<file path="config.mk">
export PLATFORM = sky130hd
export DESIGN_NAME = ist_timing
export DESIGN_NICKNAME = d
export VERILOG_FILES = /design/src/verilog/ist_pkg.sv /design/src/verilog/ist_prof_if.sv /design/src/verilog/ist_profile.sv /design/src/verilog/ist_timing.sv
export SDC_FILE = /design/constraint.sdc
export NUM_CORES = 1
export LEC_CHECK = 0
export BUFFER_PORTS_ARGS = -buffer_cell sky130_fd_sc_hd__buf_2
export CORE_MARGIN = 1.5
export CORE_UTILIZATION = 50
export CTS_BUF_LIST = sky130_fd_sc_hd__clkbuf_8
export CTS_CLUSTER_SIZE = 12
export DETAILED_ROUTE_END_ITERATION = 10
export MAX_ROUTING_LAYER = met4
export PLACE_DENSITY = 0.8
export REMOVE_ABC_BUFFERS = 1
export SLEW_MARGIN = 20
export SYNTH_ARGS = -nofsm -noshare
export SYNTH_HDL_FRONTEND = slang
export SYNTH_SLANG_ARGS = --single-unit
export TNS_END_PERCENT = 50
</file>
<file path="constraint.sdc">
create_clock -name CLOCK -period 6.8 [get_ports CLOCK]
set_input_delay 0.68 -clock CLOCK [delete_from_list [all_inputs] [get_ports CLOCK]]
set_output_delay 0.68 -clock CLOCK [all_outputs]
set_load 0.01 [all_outputs]
</file>
<file path="src/verilog/ist_pkg.sv">
// shared constants, types and cost arithmetic for instruction state timing
package ist_pkg;

  // widths
  localparam int IST_WAIT_W = 4;
  localparam int IST_CNT_W  = 4;
  localparam int IST_COST_W = 8;
  localparam int IST_ACC_W  = 12;
  localparam int IST_CLS_W  = 5;

  // state cost per cycle under each access condition
  localparam logic [7:0] COST_INTERNAL    = 8'h01;
  localparam logic [7:0] COST_ONCHIP_MEM  = 8'h02;
  localparam logic [7:0] COST_SUP8_WORD   = 8'h06;
  localparam logic [7:0] COST_SUP8_BYTE   = 8'h03;
  localparam logic [7:0] COST_SUP16       = 8'h03;
  localparam logic [7:0] COST_EXT8_2_WORD = 8'h04;
  localparam logic [7:0] COST_EXT8_2_BYTE = 8'h02;
  localparam logic [7:0] COST_EXT8_3_WORD = 8'h06;
  localparam logic [7:0] COST_EXT8_3_BYTE = 8'h03;
  localparam logic [7:0] WAIT_MUL_EXT8_W  = 8'h02;
  localparam logic [7:0] COST_EXT16_2     = 8'h02;
  localparam logic [7:0] COST_EXT16_3     = 8'h03;

  // cycle counts used in the profiles
  localparam logic [3:0] N_NONE  = 4'h0;
  localparam logic [3:0] N_ONE   = 4'h1;
  localparam logic [3:0] N_TWO   = 4'h2;
  localparam logic [3:0] N_THREE = 4'h3;

  // index of the last of the six cycle kinds walked per instruction
  localparam logic [2:0] IST_LAST_KIND = 3'h5;

  typedef enum logic [2:0] {
    IST_K_FETCH  = 3'h0,
    IST_K_BRADDR = 3'h1,
    IST_K_STACK  = 3'h2,
    IST_K_BYTE   = 3'h3,
    IST_K_WORD   = 3'h4,
    IST_K_INTERN = 3'h5
  } ist_kind_t;

  typedef enum logic [2:0] {
    IST_T_ONCHIP  = 3'h0,
    IST_T_SUP8    = 3'h1,
    IST_T_SUP16   = 3'h2,
    IST_T_EXT8_2  = 3'h3,
    IST_T_EXT8_3  = 3'h4,
    IST_T_EXT16_2 = 3'h5,
    IST_T_EXT16_3 = 3'h6
  } ist_tgt_t;

  typedef enum logic [4:0] {
    IST_C_ADD_B_IMM  = 5'h00,
    IST_C_ADD_B_REG  = 5'h01,
    IST_C_ADD_W_IMM  = 5'h02,
    IST_C_ADD_W_REG  = 5'h03,
    IST_C_ADD_L_IMM  = 5'h04,
    IST_C_ADD_L_REG  = 5'h05,
    IST_C_ADD_PTR    = 5'h06,
    IST_C_ADDC_IMM   = 5'h07,
    IST_C_ADDC_REG   = 5'h08,
    IST_C_AND_B_IMM  = 5'h09,
    IST_C_AND_B_REG  = 5'h0A,
    IST_C_AND_W_IMM  = 5'h0B,
    IST_C_AND_W_REG  = 5'h0C,
    IST_C_AND_L_IMM  = 5'h0D,
    IST_C_AND_L_REG  = 5'h0E,
    IST_C_FLAG_AND   = 5'h0F,
    IST_C_BAND_REG   = 5'h10,
    IST_C_BAND_IND   = 5'h11,
    IST_C_BAND_ABS   = 5'h12,
    IST_C_BRANCH8    = 5'h13
  } ist_cls_t;

  typedef struct packed {
    logic [3:0] i;
    logic [3:0] j;
    logic [3:0] k;
    logic [3:0] l;
    logic [3:0] m;
    logic [3:0] n;
  } ist_prof_t;

  // count of one cycle kind out of a profile
  function automatic logic [3:0] ist_pick(ist_prof_t p, ist_kind_t k);
    case (k)
      IST_K_FETCH:  ist_pick = p.i;
      IST_K_BRADDR: ist_pick = p.j;
      IST_K_STACK:  ist_pick = p.k;
      IST_K_BYTE:   ist_pick = p.l;
      IST_K_WORD:   ist_pick = p.m;
      default:      ist_pick = p.n;
    endcase
  endfunction

  // states charged for one cycle of kind k to target t with w wait states
  function automatic logic [7:0] ist_cost(ist_kind_t k, ist_tgt_t t, logic [3:0] w);
    logic       is_byte;
    logic [7:0] w8;
    is_byte = (k == IST_K_BYTE);
    w8      = {4'h0, w};
    if (k == IST_K_INTERN) begin
      ist_cost = COST_INTERNAL;
    end else begin
      // address read and stack cycles cost as fetch or word access
      case (t)
        IST_T_ONCHIP:  ist_cost = COST_ONCHIP_MEM;
        IST_T_SUP8:    ist_cost = is_byte ? COST_SUP8_BYTE : COST_SUP8_WORD;
        IST_T_SUP16:   ist_cost = COST_SUP16;
        IST_T_EXT8_2:  ist_cost = is_byte ? COST_EXT8_2_BYTE : COST_EXT8_2_WORD;
        IST_T_EXT8_3:  ist_cost = is_byte ? 8'(COST_EXT8_3_BYTE + w8)
                                          : 8'(COST_EXT8_3_WORD + WAIT_MUL_EXT8_W * w8);
        IST_T_EXT16_2: ist_cost = COST_EXT16_2;
        IST_T_EXT16_3: ist_cost = 8'(COST_EXT16_3 + w8);
        default:       ist_cost = COST_ONCHIP_MEM;
      endcase
    end
  endfunction

endpackage

</file>
<file path="src/verilog/ist_prof_if.sv">
// carrier between the timing sequencer and its profile decoder
`timescale 1ns/10ps
`default_nettype none
interface ist_prof_if;
  import ist_pkg::*;
  logic      load;
  ist_cls_t  cls;
  ist_prof_t prof;
  logic      known;
  modport req (output load, output cls, input prof, input known);
  modport rsp (input load, input cls, output prof, output known);
endinterface
`default_nettype wire

</file>
<file path="src/verilog/ist_profile.sv">
// cycle profile decoder, registered on load
`timescale 1ns/10ps
`default_nettype none
module ist_profile
  import ist_pkg::*;
(
  input  wire logic   clk,
  input  wire logic   rst,
  ist_prof_if.rsp     pif
);

  ist_prof_t prof_nxt;
  logic      known_nxt;

  // fixed profile per instruction class
  always_comb begin
    prof_nxt  = '{N_NONE, N_NONE, N_NONE, N_NONE, N_NONE, N_NONE};
    known_nxt = 1'b1;
    case (pif.cls)
      IST_C_ADD_B_IMM, IST_C_ADD_B_REG, IST_C_ADD_W_REG,
      IST_C_ADD_L_REG, IST_C_ADD_PTR, IST_C_ADDC_IMM, IST_C_ADDC_REG,
      IST_C_AND_B_IMM, IST_C_AND_B_REG, IST_C_AND_W_REG,
      IST_C_FLAG_AND: begin
        prof_nxt.i = N_ONE;
      end
      IST_C_ADD_W_IMM, IST_C_AND_W_IMM, IST_C_AND_L_REG: begin
        prof_nxt.i = N_TWO;
      end
      IST_C_ADD_L_IMM, IST_C_AND_L_IMM: begin
        prof_nxt.i = N_THREE;
      end
      IST_C_BAND_REG: begin
        prof_nxt.i = N_ONE;
      end
      IST_C_BAND_IND, IST_C_BAND_ABS: begin
        prof_nxt.i = N_TWO;
        prof_nxt.l = N_ONE;
      end
      IST_C_BRANCH8: begin
        // taken or not, the cost is the same
        prof_nxt.i = N_TWO;
      end
      default: begin
        known_nxt = 1'b0;
      end
    endcase
  end

  // hold the profile for the whole walk
  always_ff @(posedge clk) begin
    if (rst) begin
      pif.prof  <= '0;
      pif.known <= 1'b0;
    end else if (pif.load) begin
      pif.prof  <= prof_nxt;
      pif.known <= known_nxt;
    end
  end

endmodule
`default_nettype wire

</file>
<file path="src/verilog/ist_timing.sv">
// instruction state timing: walks a cycle profile and sums state costs
`timescale 1ns/10ps
`default_nettype none
// Contract
// - on-chip memory 2, internal operation 1
// - supporting modules: 8-bit 6/3, 16-bit 3
// - external 8-bit: 4/2, or 6+2m/3+m
// - external 16-bit: 2, or 3+m
// - each wait state lengthens three-state external access
// - instruction is fixed six-kind cycle profile
// - total is sum of count times cost
// - add forms take one, two, three fetches
// - bit-and memory form: two fetches, one byte
// - short branch always two fetches only
module ist_timing
  import ist_pkg::*;
(
  input  wire logic                  CLOCK,
  input  wire logic                  RST,
  input  wire logic                  START,
  input  wire logic [IST_CLS_W-1:0]  INSTR_CLASS,
  input  wire logic [2:0]            FETCH_TGT,
  input  wire logic [2:0]            BRADDR_TGT,
  input  wire logic [2:0]            STACK_TGT,
  input  wire logic [2:0]            DATA_TGT,
  input  wire logic [IST_WAIT_W-1:0] WAIT_STATES,
  output logic                       BUSY,
  output logic                       DONE,
  output logic [IST_ACC_W-1:0]       STATES,
  output logic                       UNKNOWN_CLASS
);

  typedef enum logic [1:0] {
    IST_S_IDLE = 2'b00,
    IST_S_SUM  = 2'b01
  } ist_state_t;

  ist_state_t            state_r;
  ist_kind_t             kind_r;
  ist_tgt_t              fetch_tgt_r;
  ist_tgt_t              braddr_tgt_r;
  ist_tgt_t              stack_tgt_r;
  ist_tgt_t              data_tgt_r;
  logic [IST_WAIT_W-1:0] wait_r;
  logic [IST_ACC_W-1:0]  acc_r;
  logic [IST_ACC_W-1:0]  acc_nxt;
  logic [IST_ACC_W-1:0]  term;
  logic [IST_COST_W-1:0] cost;
  ist_tgt_t              tgt;
  logic                  take;
  logic                  last;

  ist_prof_if pif ();

  ist_profile u_profile (
    .clk (CLOCK),
    .rst (RST),
    .pif (pif)
  );

  // a request is taken only while idle; starts during a walk are dropped
  assign take     = START && (state_r == IST_S_IDLE);
  assign last     = (kind_r == ist_kind_t'(IST_LAST_KIND));
  assign pif.load = take;
  assign pif.cls  = ist_cls_t'(INSTR_CLASS);

  // target of the cycle kind under way
  always_comb begin
    case (kind_r)
      IST_K_FETCH:  tgt = fetch_tgt_r;
      IST_K_BRADDR: tgt = braddr_tgt_r;
      IST_K_STACK:  tgt = stack_tgt_r;
      default:      tgt = data_tgt_r;
    endcase
  end

  // one kind per clock: count times cost, added to the running total
  assign cost    = ist_cost(kind_r, tgt, wait_r);
  assign term    = IST_ACC_W'(ist_pick(pif.prof, kind_r) * cost);
  assign acc_nxt = IST_ACC_W'(acc_r + term);

  // access conditions are frozen at start so a mid-walk change cannot skew the sum
  always_ff @(posedge CLOCK) begin
    if (RST) begin
      fetch_tgt_r  <= IST_T_ONCHIP;
      braddr_tgt_r <= IST_T_ONCHIP;
      stack_tgt_r  <= IST_T_ONCHIP;
      data_tgt_r   <= IST_T_ONCHIP;
      wait_r       <= '0;
    end else if (take) begin
      fetch_tgt_r  <= ist_tgt_t'(FETCH_TGT);
      braddr_tgt_r <= ist_tgt_t'(BRADDR_TGT);
      stack_tgt_r  <= ist_tgt_t'(STACK_TGT);
      data_tgt_r   <= ist_tgt_t'(DATA_TGT);
      wait_r       <= WAIT_STATES;
    end
  end

  // walk all six kinds in fixed order
  always_ff @(posedge CLOCK) begin
    if (RST) begin
      state_r <= IST_S_IDLE;
      kind_r  <= IST_K_FETCH;
      acc_r   <= '0;
    end else begin
      case (state_r)
        IST_S_IDLE: begin
          if (take) begin
            state_r <= IST_S_SUM;
            kind_r  <= IST_K_FETCH;
            acc_r   <= '0;
          end
        end
        IST_S_SUM: begin
          acc_r <= acc_nxt;
          if (last) begin
            state_r <= IST_S_IDLE;
          end else begin
            kind_r <= ist_kind_t'(kind_r + 3'h1);
          end
        end
        default: begin
          state_r <= IST_S_IDLE;
        end
      endcase
    end
  end

  // result outputs, all registered
  always_ff @(posedge CLOCK) begin
    if (RST) begin
      BUSY          <= 1'b0;
      DONE          <= 1'b0;
      STATES        <= '0;
      UNKNOWN_CLASS <= 1'b0;
    end else begin
      DONE <= 1'b0;
      if (take) begin
        BUSY <= 1'b1;
      end else if (state_r == IST_S_SUM && last) begin
        BUSY          <= 1'b0;
        DONE          <= 1'b1;
        STATES        <= acc_nxt;
        UNKNOWN_CLASS <= !pif.known;
      end
    end
  end

  // helper: whole sum in one shot, checked against the walked result
  logic [IST_ACC_W-1:0] expect_r;
  always_ff @(posedge CLOCK) begin
    if (RST) begin
      expect_r <= '0;
    end else if (state_r == IST_S_SUM && kind_r == IST_K_FETCH) begin
      expect_r <= IST_ACC_W'(
        pif.prof.i * ist_cost(IST_K_FETCH, fetch_tgt_r, wait_r)
        + pif.prof.j * ist_cost(IST_K_BRADDR, braddr_tgt_r, wait_r)
        + pif.prof.k * ist_cost(IST_K_STACK, stack_tgt_r, wait_r)
        + pif.prof.l * ist_cost(IST_K_BYTE, data_tgt_r, wait_r)
        + pif.prof.m * ist_cost(IST_K_WORD, data_tgt_r, wait_r)
        + pif.prof.n * ist_cost(IST_K_INTERN, data_tgt_r, wait_r));
    end
  end
endmodule
`default_nettype wire

</file>
## Word level (Yosys, flattened, before mapping)

Cells that the tools add are included.
Widths: inputs -> output; s select.

- Output and inout bits: 15
- Logic and storage cells: 92
- Register bits: 57

- Bitwise operators: 1
- Equal/unequal tests: 32
- Add/sub/neg operators: 4
- $mul: 1
- Reductions and logical operators: 18
- Multiplexer cells: 21

Operators by type and width:

| kind | number |
|---|---|
| $eq 5x4->1 const B | 8 |
| $pmux 8 s5 | 1 |
| $pmux 12 s2 | 1 |
| $eq 5x3->1 const B | 4 |
| $eq 5x5->1 const B | 4 |
| $reduce_or 20->1 | 1 |
| $mux 8 | 2 |
| $add 12x12->12 | 1 |
| $eq 3x2->1 const B | 4 |
| $mul 4x8->12 | 1 |
| $mux 12 | 1 |
| $mux 3 | 4 |
| $reduce_or 12->1 | 1 |
| $eq 5x2->1 const B | 2 |
| $eq 3x3->1 const B | 3 |
| $pmux 3 s3 | 1 |
| $pmux 4 s2 | 1 |
| $add 3x5->6 const A | 1 |
| $eq 3x1->1 const B | 2 |
| $ne 2x2->1 const B | 3 |
| $pmux 2 s3 | 1 |
| $pmux 3 s2 | 1 |
| $reduce_and 2->1 | 3 |
| $reduce_or 2->1 | 3 |
| 16 further kinds | 23 |

## Logic depth before layout (Yosys ltp)

- Depth in word-level cells: 8
- Mapped depth: 18

## By module

Synthesis repeated with hierarchy kept, for this count alone.

- Cell total of the unflattened synthesis: 459
- Area total of the unflattened synthesis: 3716.1 µm²

Modules (own cells, without submodules):

| module | area an instance (µm²) | times used | cells each | sequential area each (µm²) |
|---|---|---|---|---|
| ist_timing | 3324.4 | 1 | 411 | 940.9 |
| ist_profile | 391.6 | 1 | 48 | 80.1 |

## Worst setup path after synthesis

Ideal clock, no wire load.

- Path type: register to register
- Start: register kind_r[0]
- End: register acc_r[11]
- Data required time: 6.694 ns
- Cell stages (with the launch flop): 18
- Arrival time: 4.225 ns
- Setup slack: 2.469 ns
- Period minus slack after synthesis: 4.331 ns
- Cell sequence: dfxtp_1 -> inv_1 -> ha_1 -> a222oi_1 -> nor3_1 -> or4_4 -> o211ai_1 -> nor3_1 -> ha_1 -> inv_1 -> fa_1 -> inv_1 -> ha_1 -> nor2b_1 -> o21a_1 -> o211a_1 -> o21a_1 -> o311ai_0

- Word-level cells in the longest chain between the ends: 8

RTL lines:

| item | RTL line | text |
|---|---|---|
| start: declaration | ist_timing.sv:39 | `ist_kind_t kind_r;` |
| start signal: assignment | ist_timing.sv:119 | `kind_r <= ist_kind_t'(kind_r + 3'h1);` |
| $eq 3x2->1 (tied with other cells) | ist_timing.sv:69 | `case (kind_r)` |
| $pmux 3 s3 | ist_timing.sv:69 |  |
| $eq 3x3->1 (tied with other cells) | ist_pkg.sv:107 | `case (t)` |
| $pmux 8 s5 | ist_pkg.sv:107 |  |
| $mux 8 | ist_pkg.sv:103 | `if (k == IST_K_INTERN) begin` |
| $mul 4x8->12 (*) | ist_timing.sv:79 | `assign term = IST_ACC_W'(ist_pick(pif.prof, kind_r) * cost);` |
| $add 12x12->12 (*) | ist_timing.sv:80 | `assign acc_nxt = IST_ACC_W'(acc_r + term);` |
| $pmux 12 s2 (*) | ist_timing.sv:106 | `case (state_r)` |
| end signal: assignment | ist_timing.sv:115 | `acc_r <= acc_nxt;` |
| end: declaration | ist_timing.sv:45 | `logic [IST_ACC_W-1:0] acc_r;` |

Every way passes the cells marked *; elsewhere a longest branch is shown, timed or not.
A chain may end at the register's enable or synchronous reset.

## Worst setup path after layout

- Start: register kind_r[1]
- End: register acc_r[11]

The elaborated chain is that of the path after synthesis.

==> flow_summary.json <==
{
  "status": "finished clean",
  "drt_pass1_iterations": 4,
  "synth_area_um2": 3020,
  "numPortBuffers": 38,
  "nets": 445,
  "cts_num_sinks": 51,
  "postRouteWirelength_um": 6640,
  "layout_worst_path_cycle_share_pct": 69.6,
  "timing.hold.worst.class": "register to register",
  "detail_route.vias_per_cell": 5.72,
  "diodes": 0,
  "postRouteAntennaNets": 0,
  "placeableCoreArea_um2": 5890,
  "relSlewSlack_pct": 41.2,
  "timing.critical_path.to_type": "register",
  "cp_slowest_stage_delay_ps": 580,
  "critical_path.max_fanout": 9,
  "final_util_pct": 57.0,
  "gpl.final_weighted_congestion": 0.970,
  "initial_utilization_pct": 51.3,
  "worst_pin_slew_ps": 879,
  "n_fill_cell": 552,
  "crit_slowest_cell": "or4_4",
  "floorplan.io_pins": 39,
  "post_cts_resized": 0,
  "global_route.overflow_total": 0,
  "grt.total_usage_pct": 22.8,
  "ys_async_sr_fraction_pct": 0,
  "worst_skew_pair.late_latency_ps": 310,
  "clk_transition_reported_paths_ps": 100,
  "synth-edff-count": 0,
  "report.final.setup_viol": 0,
  "design.die.area_um2": 6510,
  "power.ir.vdd_worst_v": 0.000116,
  "dp_hpwl_um": 4780,
  "post_synth.cell_area_avg_um2": 8.14,
  "cp_data_arrival_time_ps": 4890,
  "sequential_cell_area_um2": 1020,
  "worst_clock_skew_ps": 9.15,
  "library_cells_used_by_synthesis": 54,
  "final-hold-violation-count": 0,
  "synth_cells": 371,
  "grt_pass1_wl_um": 11200,
  "cts-hold-fix-buffers": 0,
  "grt_setup_unrepaired": "false",
  "timing.fmax_mhz": 211,
  "critical_path.top_delay_family": "adder cells",
  "whs_ps": 455,
  "die_w_um": 80.7,
  "post_drt_wl_per_cell_um": 14.1,
  "vias": 2693,
  "prevailing_post_synth_register_cell": "dfxtp_1",
  "setup-tns-final_ps": 0,
  "synth_seq_cells": 51,
  "worstSetupPathType": "register to register",
  "grt_antenna_before_repair": 0,
  "htree_num_levels": 2,
  "placementRows": 28,
  "start_kind": "register",
  "ctsLongestPathBuffers": 2,
  "power.leakage_uw": 0.00147,
  "clock-root-buffer": "clkbuf_8",
  "synth_warnings": 0,
  "die_height_um": 80.7,
  "setup_repair_bufs_after_cts": 0,
  "worstPathCellList": "inv_1 -> ha_1 -> a222oi_1 -> nor3_1 -> or4_4 -> o211ai_1 -> a21oi_1 -> ha_1 -> fa_1 -> inv_1 -> fa_1 -> nor2b_1 -> o21a_1 -> o211a_1 -> o21a_1 -> o311ai_0",
  "cp.required_ps": 6960,
  "tritoncts": "built",
  "period_minus_slack_ps": 4730,
  "power_per_cell_area_nw_per_um2": 194,
  "drt_iter0_drc": 134,
  "numCtsBuffers": 5,
  "fin_total_pwr_uw": 652,
  "drv_cap": 0,
  "post_route_cells_drive_above_1_share_pct": 14.4,
  "buf_inv_stages_crit_path": 2,
  "largest_net_degree_at_the_start_of_global_routing": 41,
  "setup.reg_to_reg.worst_slack_ps": 2070,
  "synthToLayoutAreaGrowth_pct": 11.2,
  "drc": 0,
  "multiInputGateArea_um2": 1810,
  "timing_max_transition_violations_final": 0,
  "first_global_vias": 2501,
  "synth-seq-area-share_pct": 33.8
}
cells in the mapped netlist, types with 2 or more instances:
master	count	share of area (%)
xor2_1	5	1.5
mux2_2	2	0.75
and3_1	4	0.83
o211ai_1	10	2.5
inv_1	28	3.5
nor4b_1	2	0.58
nor3_1	16	2.7
ha_1	20	8.3
o211a_1	2	0.66
o21a_1	7	1.7
o311ai_0	3	0.87
nand2_1	55	6.8
o21ai_0	9	1.5
a21o_1	3	0.75
o31ai_1	3	0.75
a22o_1	6	1.7
a21oi_1	34	5.6
nand4_1	3	0.62
fa_1	6	4.0
or3_1	3	0.62
o221a_2	2	0.75
xnor2_1	5	1.5
nand3_1	7	1.2
a32o_1	3	0.99
a21boi_0	2	0.50
mux2i_1	3	0.99
clkbuf_1	18	2.2
a222oi_1	2	0.66
nor2b_1	2	0.41
dfxtp_1	51	34
nand3b_1	2	0.50
o31a_1	2	0.58
nor2_1	24	3.0
a31oi_1	7	1.5
metrics by stage:
stage                     area, um^2  instances  setup WS, ps
after floorplan                 2930        350          2470
after global routing            3360        471          1770
final                           3360        471          2070
after CTS                       3360        471          2070
after global placement          3220        463          2260
after detailed placement        3220        463          2090
metal layers:
layer / up-vias / global-route usage [%] / part of all wire, %
li1: 1365 / - / -
met1: 1246 / 28.0 / 46
met2: 70 / 38.3 / 47
met3: 12 / 3.86 / 4.8
met4: 0 / 6.72 / 1.9
met5: - / - / 0
state kept, by name, indices dropped and copies added, names as in the netlist:
| signal | flops |
|---|---|
| BUSY | 1 |
| DONE | 1 |
| STATES | 12 |
| UNKNOWN_CLASS | 1 |
| acc_r | 12 |
| braddr_tgt_r | 3 |
| data_tgt_r | 3 |
| fetch_tgt_r | 3 |
| kind_r | 3 |
| stack_tgt_r | 3 |
| state_r | 1 |
| u_profile.pif.known | 1 |
| u_profile.pif.prof | 3 |
| wait_r | 4 |
area by class of cell:
cell class	count	area share, %
Clock inverter	3	1.90
Inverter	28	3.13
Tap cell	75	2.80
Multi-Input combinational cell	271	54.0
Timing Repair Buffer	38	5.67
Sequential cell	51	30.4
Clock buffer	5	2.05
worst paths after layout:
check                      from  depth (start not counted)            end
setup / recovery      kind_r[1]                         16      acc_r[11]
hold / removal    UNKNOWN_CLASS                          2  UNKNOWN_CLASS
setup reg to reg      kind_r[1]                         16      acc_r[11]
hold reg to reg   UNKNOWN_CLASS                          2  UNKNOWN_CLASS
placed cells by master, fill, tap and decap left out, types with 6 or more instances in the layout:
| master | synthesis | layout |
|---|---|---|
| a21oi_1 | 34 | 34 |
| a22o_1 | 6 | 6 |
| a31oi_1 | 7 | 6 |
| buf_2 | 1 | 38 |
| dfxtp_1 | 51 | 51 |
| fa_1 | 6 | 6 |
| ha_1 | 20 | 20 |
| inv_1 | 28 | 29 |
| nand2_1 | 55 | 55 |
| nand3_1 | 7 | 7 |
| nor2_1 | 24 | 23 |
| nor3_1 | 16 | 16 |
| o211ai_1 | 10 | 10 |
| o21a_1 | 7 | 7 |
| o21ai_0 | 9 | 9 |
logic make-up after synthesis:
logic type                 after synthesis  synth area share [%]
AOI/OAI and AO/OA                      103                  23.4
and+or+nand+nor                        127                  19.5
buffers and inverters                   49                  6.38
xor gates and xnor gates                10                  2.90
DFF                                     51                  33.8
adders and majority gates               26                  12.3
muxes                                    5                  1.74
worst register-to-register path, delay by kind of cell (launching register included):
| family | cells | cell delay (ps) |
|---|---|---|
| buffers and inverters | 2 | 160 |
| and+or+nand+nor | 3 | 850 |
| DFF | 1 | 410 |
| adders and majority gates | 4 | 1690 |
| AOI/OAI and AO/OA | 7 | 1490 |
power by group:
group / switching [uW] / internal, uW / total, uW
sequential: 9.15 / 308 / 317
combinational: 54.0 / 33.1 / 87.1
clock: 102 / 146 / 248
Note: power is estimated with default switching activity, not from simulation.
